===== config.mk =====
export PLATFORM = sky130hd
export DESIGN_NAME = sptx_top
export DESIGN_NICKNAME = d
export VERILOG_FILES = /design/src/verilog/sptx_pkg.sv /design/src/verilog/sptx_top.sv
export SDC_FILE = /design/constraint.sdc
export NUM_CORES = 1
export LEC_CHECK = 0
export BUFFER_PORTS_ARGS = -buffer_cell sky130_fd_sc_hd__buf_2
export CAP_MARGIN = 20
export CORE_MARGIN = 5
export CORE_UTILIZATION = 55
export CTS_BUF_LIST = sky130_fd_sc_hd__clkbuf_4
export CTS_CLUSTER_DIAMETER = 50
export DETAILED_ROUTE_END_ITERATION = 8
export PLACE_DENSITY_LB_ADDON = 0.08
export SLEW_MARGIN = 20
export SYNTH_ARGS = -nofsm -noshare
export SYNTH_HDL_FRONTEND = slang
export SYNTH_SLANG_ARGS = --single-unit

===== constraint.sdc =====
create_clock -name clock -period 4.8 [get_ports clock]
set_input_delay 1.2 -clock clock [delete_from_list [all_inputs] [get_ports clock]]
set_output_delay 1.2 -clock clock [all_outputs]
set_load 0.1 [all_outputs]

===== src/verilog/sptx_pkg.sv =====
// Constants and carrier types for the transmit path overhead inserter
package sptx_pkg;
    // ****************************************
    // Register indices (byte address = 4 * index)
    // ****************************************
    localparam int IDX_W = 7;
    typedef logic [IDX_W-1:0] sptx_idx_t;
    localparam sptx_idx_t IDX_PATH_CTL = 7'h40;
    localparam sptx_idx_t IDX_PTR_CTL = 7'h41;
    localparam sptx_idx_t IDX_CURRENT_POINTER_VALUE_LO = 7'h43;
    localparam sptx_idx_t IDX_CURRENT_POINTER_VALUE_HI = 7'h44;
    localparam sptx_idx_t IDX_ARBITRARY_POINTER_VALUE_LO = 7'h45;
    localparam sptx_idx_t IDX_ARBITRARY_POINTER_VALUE_HI = 7'h46;
    localparam sptx_idx_t IDX_TRACE = 7'h47;
    localparam sptx_idx_t IDX_LABEL = 7'h48;
    localparam sptx_idx_t IDX_PSTAT = 7'h49;
    localparam sptx_idx_t IDX_TRC_CTL = 7'h50;
    // ****************************************
    // Field positions
    // ****************************************
    localparam int B_TRC_BUF = 7;
    localparam int B_ERDI_EN = 6;
    localparam int B_ERDI_SRC = 5;
    localparam int B_FORCE_TRANSIENT_POINTER = 6;
    localparam int B_SOS = 5;
    localparam int B_PLD = 4;
    localparam int B_NDF = 3;
    localparam int B_NSE = 2;
    localparam int B_PSE = 1;
    localparam int B_REMOTE_DEFECT_BIT = 3;
    localparam int B_AUXILIARY_REMOTE_DEFECT_BIT = 2;
    localparam int B_TRACE_NULL_INSERT = 2;
    // ****************************************
    // Reset values and pointer constants
    // ****************************************
    localparam logic [7:0] RST_ARBITRARY_POINTER_VALUE_HI = 8'h98;
    localparam logic [7:0] RST_LABEL = 8'h01;
    localparam logic [7:0] RST_TRC_CTL = 8'h04;
    localparam logic [9:0] PTR_MAX = 10'h30e;
    localparam logic [9:0] I_MASK = 10'h2aa;
    localparam logic [9:0] D_MASK = 10'h155;
    localparam logic [3:0] NDF_NORMAL = 4'h6;
    localparam logic [1:0] SPACE_LAST = 2'h3;
    localparam logic [1:0] RESP_OKAY = 2'h0;
    localparam logic [1:0] RESP_SLVERR = 2'h2;
    // One frame's inserted overhead bytes
    typedef struct packed {
        logic [7:0] h1;
        logic [7:0] h2;
        logic [7:0] j1;
        logic [7:0] c2;
        logic [7:0] g1;
    } sptx_ovh_s;
endpackage


===== src/verilog/sptx_top.sv =====
// Transmit path overhead and pointer inserter with its overhead FIFO
//
// The AXI4-Lite interface to the registers was left to the implementer.
`timescale 1ns/10ps
`default_nettype none

// ****************************************
// Overhead FIFO
// ****************************************
module sptx_fifo #(
    parameter int WIDTH = 40,
    parameter int DEPTH = 16
) (
    input wire logic clock,
    input wire logic reset_n,
    input wire logic in_valid,
    output logic in_ready,
    input wire logic [WIDTH-1:0] in_data,
    output logic out_valid,
    input wire logic out_ready,
    output logic [WIDTH-1:0] out_data
);
    localparam int AW = $clog2(DEPTH);
    typedef struct packed {
        logic [DEPTH-1:0][WIDTH-1:0] mem;
        logic [AW-1:0] wr;
        logic [AW-1:0] rd;
        logic [AW:0] cnt;
        logic nonempty;
        logic notfull;
    } sptx_fifo_s;
    sptx_fifo_s r_ff, nxt_r;
    logic push, pop;

    // Flags are registered so in_ready and out_valid come from flops
    always_comb begin
        nxt_r = r_ff;
        push = in_valid && r_ff.notfull;
        pop = out_ready && r_ff.nonempty;
        if (push) begin
            nxt_r.mem[r_ff.wr] = in_data;
            nxt_r.wr = (r_ff.wr == AW'(DEPTH - 1)) ? '0 : r_ff.wr + 1'b1;
        end
        if (pop) begin
            nxt_r.rd = (r_ff.rd == AW'(DEPTH - 1)) ? '0 : r_ff.rd + 1'b1;
        end
        if (push && !pop) begin
            nxt_r.cnt = r_ff.cnt + 1'b1;
        end else if (pop && !push) begin
            nxt_r.cnt = r_ff.cnt - 1'b1;
        end
        nxt_r.nonempty = (nxt_r.cnt != '0);
        nxt_r.notfull = (nxt_r.cnt != (AW+1)'(DEPTH));
    end

    always_ff @(posedge clock or negedge reset_n) begin
        if (!reset_n) begin
            r_ff <= '{mem: '0, wr: '0, rd: '0, cnt: '0,
                      nonempty: 1'b0, notfull: 1'b1};
        end else begin
            r_ff <= nxt_r;
        end
    end

    assign in_ready = r_ff.notfull;
    assign out_valid = r_ff.nonempty;
    assign out_data = r_ff.mem[r_ff.rd];
endmodule

// ****************************************
// Overhead inserter with AXI4-Lite registers
// ****************************************
module sptx_top #(
    parameter int ADDR_W = 9,
    parameter int FIFO_DEPTH = 16
) (
    input wire logic clock,
    input wire logic reset_n,
    input wire logic s_axi_awvalid,
    output logic s_axi_awready,
    input wire logic [ADDR_W-1:0] s_axi_awaddr,
    input wire logic s_axi_wvalid,
    output logic s_axi_wready,
    input wire logic [31:0] s_axi_wdata,
    input wire logic [3:0] s_axi_wstrb,
    output logic s_axi_bvalid,
    input wire logic s_axi_bready,
    output logic [1:0] s_axi_bresp,
    input wire logic s_axi_arvalid,
    output logic s_axi_arready,
    input wire logic [ADDR_W-1:0] s_axi_araddr,
    output logic s_axi_rvalid,
    input wire logic s_axi_rready,
    output logic [31:0] s_axi_rdata,
    output logic [1:0] s_axi_rresp,
    input wire logic frame_sync,
    input wire logic new_data_flag,
    input wire logic [3:0] b3_err_count,
    input wire logic [2:0] erdi_auto_code,
    input wire logic [7:0] trace_buffer_byte,
    output logic ovh_valid,
    input wire logic ovh_ready,
    output sptx_pkg::sptx_ovh_s ovh_data
);
    import sptx_pkg::*;

    typedef struct packed {
        logic awrdy, wrdy, arrdy, bvalid, rvalid;
        logic [1:0] bresp, rresp;
        sptx_idx_t waddr;
        logic [7:0] wdata;
        logic wen;
        logic [7:0] rdata;
        logic [7:0] path_ctl, ptr_ctl, arbitrary_pointer_value_lo, arbitrary_pointer_value_hi;
        logic [7:0] trace, label, pstat, trc_ctl;
        logic [9:0] cur_ptr;
        logic [1:0] space;
        logic frm_s1, frm_s2, frm_d, ndf_s1, ndf_s2, pend;
    } sptx_state_s;

    localparam sptx_state_s RST = '{awrdy: 1'b1, wrdy: 1'b1,
        arrdy: 1'b1, arbitrary_pointer_value_hi: RST_ARBITRARY_POINTER_VALUE_HI, label: RST_LABEL,
        trc_ctl: RST_TRC_CTL, space: SPACE_LAST, default: '0};

    sptx_state_s r_ff, nxt_r;
    sptx_ovh_s ovh;
    logic fire, push_ready, jpos, jneg, jok, pse_k, nse_k;
    logic [9:0] arbitrary_pointer_value, field;
    logic [3:0] ndf_pat;
    logic [7:0] wd, rd;

    assign arbitrary_pointer_value = {r_ff.arbitrary_pointer_value_hi[1:0], r_ff.arbitrary_pointer_value_lo};

    // Register read mux; unused upper bits of the pointer read as zero
    always_comb begin
        rd = '0;
        case (sptx_idx_t'(s_axi_araddr[ADDR_W-1:2]))
            IDX_PATH_CTL: rd = r_ff.path_ctl;
            IDX_PTR_CTL: rd = r_ff.ptr_ctl;
            IDX_CURRENT_POINTER_VALUE_LO: rd = r_ff.cur_ptr[7:0];
            IDX_CURRENT_POINTER_VALUE_HI: rd = {6'h00, r_ff.cur_ptr[9:8]};
            IDX_ARBITRARY_POINTER_VALUE_LO: rd = r_ff.arbitrary_pointer_value_lo;
            IDX_ARBITRARY_POINTER_VALUE_HI: rd = r_ff.arbitrary_pointer_value_hi;
            IDX_TRACE: rd = r_ff.trace;
            IDX_LABEL: rd = r_ff.label;
            IDX_PSTAT: rd = r_ff.pstat;
            IDX_TRC_CTL: rd = r_ff.trc_ctl;
            default: rd = '0;
        endcase
    end

    // Frame insertion, bus handshakes and register writes
    always_comb begin
        nxt_r = r_ff;
        ovh = '0;
        fire = r_ff.pend && push_ready;
        jok = !r_ff.ptr_ctl[B_SOS] || (r_ff.space == SPACE_LAST);
        jpos = 1'b0;
        jneg = 1'b0;
        field = r_ff.cur_ptr;
        wd = r_ff.wdata;
        // Two-flop synchronisers for the frame_sync and new_data_flag pins
        nxt_r.frm_s1 = frame_sync;
        nxt_r.frm_s2 = r_ff.frm_s1;
        nxt_r.frm_d = r_ff.frm_s2;
        nxt_r.ndf_s1 = new_data_flag;
        nxt_r.ndf_s2 = r_ff.ndf_s1;
        // A frame arriving while the FIFO is full merges with the pending one
        if (r_ff.frm_s2 && !r_ff.frm_d) begin
            nxt_r.pend = 1'b1;
        end
        ndf_pat = r_ff.arbitrary_pointer_value_hi[7:4];
        if (!r_ff.ptr_ctl[B_PLD] && !r_ff.ptr_ctl[B_NDF] && !r_ff.ndf_s2) begin
            ndf_pat = NDF_NORMAL;
        end
        if (fire) begin
            // A new frame edge in the same cycle keeps pending set
            nxt_r.pend = r_ff.frm_s2 && !r_ff.frm_d;
            if (r_ff.ptr_ctl[B_PLD]) begin
                nxt_r.cur_ptr = arbitrary_pointer_value;
                field = arbitrary_pointer_value;
                nxt_r.ptr_ctl[B_PLD] = 1'b0;
            end else if (r_ff.ptr_ctl[B_PSE] && jok) begin
                jpos = 1'b1;
                field = r_ff.cur_ptr ^ I_MASK;
                nxt_r.ptr_ctl[B_PSE] = 1'b0;
                nxt_r.cur_ptr = (r_ff.cur_ptr >= PTR_MAX) ? '0
                    : r_ff.cur_ptr + 1'b1;
            end else if (r_ff.ptr_ctl[B_NSE] && jok) begin
                jneg = 1'b1;
                field = r_ff.cur_ptr ^ D_MASK;
                nxt_r.ptr_ctl[B_NSE] = 1'b0;
                nxt_r.cur_ptr = (r_ff.cur_ptr == '0) ? PTR_MAX
                    : r_ff.cur_ptr - 1'b1;
            end
            if (r_ff.ptr_ctl[B_FORCE_TRANSIENT_POINTER]) begin
                field = arbitrary_pointer_value;
            end
            // Spacing counter saturates so a long idle allows a stuff
            if (jpos || jneg) begin
                nxt_r.space = '0;
            end else if (r_ff.space != SPACE_LAST) begin
                nxt_r.space = r_ff.space + 1'b1;
            end
            {ovh.h1, ovh.h2} = {ndf_pat, r_ff.arbitrary_pointer_value_hi[3:2], field};
            if (!r_ff.path_ctl[B_TRC_BUF]) begin
                ovh.j1 = r_ff.trace;
            end else if (!r_ff.trc_ctl[B_TRACE_NULL_INSERT]) begin
                ovh.j1 = trace_buffer_byte;
            end
            ovh.c2 = r_ff.label;
            ovh.g1[7:4] = (r_ff.pstat[7:4] != '0) ? r_ff.pstat[7:4]
                : b3_err_count;
            nxt_r.pstat[7:4] = '0;
            ovh.g1[3:0] = r_ff.pstat[3:0];
            if (r_ff.path_ctl[B_ERDI_EN]) begin
                if (r_ff.path_ctl[B_ERDI_SRC]) begin
                    ovh.g1[3:1] = erdi_auto_code;
                end else begin
                    ovh.g1[3:1] = {r_ff.pstat[B_REMOTE_DEFECT_BIT], r_ff.pstat[1:0]};
                end
            end
        end
        pse_k = nxt_r.ptr_ctl[B_PSE];
        nse_k = nxt_r.ptr_ctl[B_NSE];
        // Write address and data are taken in either order
        if (s_axi_awvalid && r_ff.awrdy) begin
            nxt_r.awrdy = 1'b0;
            nxt_r.waddr = sptx_idx_t'(s_axi_awaddr[ADDR_W-1:2]);
        end
        if (s_axi_wvalid && r_ff.wrdy) begin
            nxt_r.wrdy = 1'b0;
            nxt_r.wdata = s_axi_wdata[7:0];
            nxt_r.wen = s_axi_wstrb[0];
        end
        // Software writes win over same-cycle hardware clears, except the PSE and NSE clears, which win over the write
        if (!r_ff.awrdy && !r_ff.wrdy && !r_ff.bvalid) begin
            nxt_r.bvalid = 1'b1;
            nxt_r.bresp = RESP_OKAY;
            case (r_ff.waddr)
                IDX_PATH_CTL: if (r_ff.wen) nxt_r.path_ctl = wd;
                IDX_PTR_CTL: if (r_ff.wen) begin
                    nxt_r.ptr_ctl = wd;
                    nxt_r.ptr_ctl[B_PSE] = wd[B_PSE]
                        && (pse_k || !r_ff.ptr_ctl[B_PSE]);
                    nxt_r.ptr_ctl[B_NSE] = wd[B_NSE]
                        && (nse_k || !r_ff.ptr_ctl[B_NSE]);
                    nxt_r.ptr_ctl[0] = 1'b0;
                end
                IDX_ARBITRARY_POINTER_VALUE_LO: if (r_ff.wen) nxt_r.arbitrary_pointer_value_lo = wd;
                IDX_ARBITRARY_POINTER_VALUE_HI: if (r_ff.wen) nxt_r.arbitrary_pointer_value_hi = wd;
                IDX_TRACE: if (r_ff.wen) nxt_r.trace = wd;
                IDX_LABEL: if (r_ff.wen) nxt_r.label = wd;
                IDX_PSTAT: if (r_ff.wen) nxt_r.pstat = wd;
                IDX_TRC_CTL: if (r_ff.wen) nxt_r.trc_ctl = wd;
                IDX_CURRENT_POINTER_VALUE_LO, IDX_CURRENT_POINTER_VALUE_HI: nxt_r.bresp = RESP_OKAY;
                default: nxt_r.bresp = RESP_SLVERR;
            endcase
        end
        if (r_ff.bvalid && s_axi_bready) begin
            nxt_r.bvalid = 1'b0;
            nxt_r.awrdy = 1'b1;
            nxt_r.wrdy = 1'b1;
        end
        // Reads answer one cycle after the address is taken
        if (s_axi_arvalid && r_ff.arrdy) begin
            nxt_r.arrdy = 1'b0;
            nxt_r.rvalid = 1'b1;
            nxt_r.rdata = rd;
            nxt_r.rresp = RESP_OKAY;
            if (s_axi_araddr[ADDR_W-1:2] > ADDR_W'(IDX_TRC_CTL)) begin
                nxt_r.rresp = RESP_SLVERR;
            end
        end
        if (r_ff.rvalid && s_axi_rready) begin
            nxt_r.rvalid = 1'b0;
            nxt_r.arrdy = 1'b1;
        end
    end

    always_ff @(posedge clock or negedge reset_n) begin
        if (!reset_n) begin
            r_ff <= RST;
        end else begin
            r_ff <= nxt_r;
        end
    end

    // A stalled drain keeps one frame pending once the FIFO is full; later frames merge into it
    sptx_fifo #(
        .WIDTH($bits(sptx_ovh_s)),
        .DEPTH(FIFO_DEPTH)
    ) u_fifo (
        .clock(clock),
        .reset_n(reset_n),
        .in_valid(fire),
        .in_ready(push_ready),
        .in_data(ovh),
        .out_valid(ovh_valid),
        .out_ready(ovh_ready),
        .out_data(ovh_data)
    );

    assign s_axi_awready = r_ff.awrdy;
    assign s_axi_wready = r_ff.wrdy;
    assign s_axi_bvalid = r_ff.bvalid;
    assign s_axi_bresp = r_ff.bresp;
    assign s_axi_arready = r_ff.arrdy;
    assign s_axi_rvalid = r_ff.rvalid;
    assign s_axi_rdata = {24'h000000, r_ff.rdata};
    assign s_axi_rresp = r_ff.rresp;

    // Frames since the last justification, counted apart from the
    // design's own spacing counter so a broken gate cannot hide
    logic [1:0] gap_ff;
    always_ff @(posedge clock or negedge reset_n) begin
        if (!reset_n) begin
            gap_ff <= SPACE_LAST;
        end else if (jpos || jneg) begin
            gap_ff <= '0;
        end else if (fire && gap_ff != SPACE_LAST) begin
            gap_ff <= gap_ff + 1'b1;
        end
    end
endmodule
`default_nettype wire


==> run summary <==
P_leak = 0.0182 uW
final hold violation count = 0
Placement Cell Area = 0.0362 mm^2
grt total ovfl = 0
H-tree level count = 4
Critical R2R Capture = u_fifo.r_ff[39]
GP Congestion = 0.912
Final setup viols = 0
initial antenna violation count = 1
RSZ-0062 raised after global routing = true
Layout area overhead = 10.9%
I/O Buffers = 103
R2R depth = 5
cts hold-fix bufs = 0
Max Clk Rate = 0.214 GHz
clk root buf = clkbuf_4
dpl hpwl = 57800 um
Max FO, Critical Path = 12
ANT nets after route = 0
Row Count = 92
largest net degree at the start of global routing = 105
Clock Sinks = 767
nets = 3376
Slew @ Worst Pin = 1120 ps
top post-synthesis cells by area = dfrtp_1, mux4_2, nand2_1
Post-Synthesis Cells = 3183
Synth area leader = dfrtp_1
via count = 25000
Setup crit end kind = primary output
Post-synth EDFFs = 0
setup TNS = 0 ps
commonest non-fill, non-tap cell in the layout = nand2_1
Hold WC Path Type = in -> async
IO Pins = 161
status = completed
Setup Skew = 35.8 ps
Synth async-reset ratio = 1.00
clk_lat worst skew = 1020 ps
vias in the first global route = 25600
Req. time, crit path = 3600 ps
Synth Area per Inst = 11.0 um^2
Max Buffers Root-to-Sink = 3
Die Width = 262 um
Die Area = 0.0687 mm^2
fin crit period = 4670 ps
DRC errors left = 0
final WL = 95000 um
post-synth top area share = 0.541
TritonCTS clock tree = done
TritonCTS buffer count = 196
Worst setup SP type = flop
layout cells sized above 1 = 0.255
fin util = 0.616
Cell Area, Synth = 0.0349 mm^2
Synth Flop Type = dfrtp_1
final instance area = 0.0388 mm^2
Max VDD drop = 0.000530 V
Core Region = 0.0630 mm^2
reg2reg setup slack = 1590 ps
Tcrit/Tclk final = 0.973
reg2reg start = u_fifo.in_ready
Clock Pin Slew Worst Setup and Hold Paths = 70 ps
Worst Path Class, Setup = reg -> out
Max-cap violations = 0
number of DRC markers in iteration 0 = 2138
via/cell ratio = 5.87
total track usage = 0.284
unique cell type count in the Yosys netlist = 79
Slew Viols, Final = 0
most frequent cells in the layout = nand2_1, dfrtp_1, o21ai_0
Slew Limit Headroom = 0.253
synthesized flop and latch total = 767
initial core utilization = 0.555
Initial DRT Pass Iterations = 6
worst endpoint data arrival time = 3470 ps
first-pass GRT wire length = 148000 um
Post-Layout Cell Count = 4267
synth warn = 0
crit path to = ovh_data[0]
sequential fraction of the synthesis area = 0.550
placed cell count = 3932
worst setup path startpoint = u_fifo.r_ff[7]
Pwr Density = 612 mW/mm^2
WL/cell = 22.3 um
Die Span Y = 262 um
==> area by class of cell <==
class / count / area, um^2
sequential: 767 / 19200
multi-input combinational: 2116 / 14600
inverter: 26 / 97.6
antenna: 2 / 5.00
clock buffer: 296 / 2220
timing repair buffer: 179 / 1310
fill: 5209 / 24200
clock inverter: 35 / 284
tap: 846 / 1060
==> layer usage <==
metal,track usage,vias up,routed length (um)
met5,0,-,0
met4,0.0935,0,2540
met3,0.0562,179,6760
met2,0.449,930,45400
met1,0.403,12600,40300
li1,-,11300,-
==> metrics by stage <==
stage / hold slack, ps / setup slack [ps] / total power (uW)
2_1_floorplan: 331 / 1450 / 15800
3_3_place_gp: 339 / 977 / 17800
3_5_place_dp: 349 / 969 / 18200
4_1_cts: 165 / 0.417 / 23900
5_1_grt: 210 / -5.39 / 25100
6_report: 272 / 129 / 23700
==> kinds of logic (layout without fill, tap and decap cells) <==
kind of cell	after synthesis	after routing	synth area share
simple gates	1096	1096	0.128
flops	767	767	0.550
compound gates	622	622	0.0984
mux	340	340	0.174
buf+inv	325	536	0.0414
xor+xnor	21	21	0.00526
fa+ha+maj	11	11	0.00394
other cells	1	28	0.000107
==> power by group <==
part | total [uW] | internal (uW) | switching, uW
clock network | 5640 | 3010 | 2630
logic | 8450 | 3120 | 5340
registers | 9620 | 8140 | 1480
==> synth_stat cells (3+ instances only) <==
library cell / instances
nand2_1: 931
dfrtp_1: 756
o21ai_0: 495
mux4_2: 200
clkbuf_1: 193
mux2_2: 127
buf_2: 50
nor2_1: 44
buf_4: 40
a21oi_1: 28
inv_1: 26
nand3_1: 26
o31ai_1: 20
nor2b_1: 19
nand4_1: 18
xnor2_1: 15
mux2i_1: 12
dfstp_2: 11
ha_1: 11
a221oi_1: 9
buf_1: 9
a22oi_1: 8
nor3_1: 8
a32oi_1: 7
and2_1: 7
a211o_1: 6
and3_1: 6
clkbuf_2: 6
nor4_1: 6
o211ai_1: 6
xor2_1: 6
a31oi_1: 5
and3b_1: 4
nand2b_1: 4
nor3b_1: 4
a2bb2oi_1: 3
o21a_1: 3
==> worst min-delay path by stage <==
stage,cells after the start,endpoint,from
floorplan,0,nxt_r[3],nxt_r[4]
global placement,0,r_ff[1],nxt_r[1]
detailed placement,0,r_ff[1],nxt_r[1]
CTS,1,nxt_r[1],new_data_flag
global route,1,nxt_r[1],new_data_flag
finish,1,u_fifo.r_ff[44],reset_n
==> critical path, cell delays in order, from the launching register on <==
cell and delay [ps]:
dfrtp_4 670, buf_4 350, mux4_2 550, mux4_2 530, buf_2 320
==> sequential cells by signal (all words and copies together), names as in the netlist <==
register	flops
s_axi_wready	1
s_axi_rdata	8
nxt_r	3
s_axi_bvalid	1
s_axi_arready	1
s_axi_awready	1
u_fifo.in_ready	1
arbitrary_pointer_value	10
u_fifo.out_valid	1
wd	8
s_axi_bresp	1
r_ff	76
s_axi_rresp	1
s_axi_rvalid	1
u_fifo.r_ff	653
==> repair_timing <==
| action | CTS | global route |
|---|---|---|
| gates cloned | 0 | 1 |
| buffers inserted | 1 | 0 |
| resized for setup | 2 | 0 |
| setup endpoints to repair | 27 | 2 |
No activity file was read; power rests on OpenSTA's default activity.
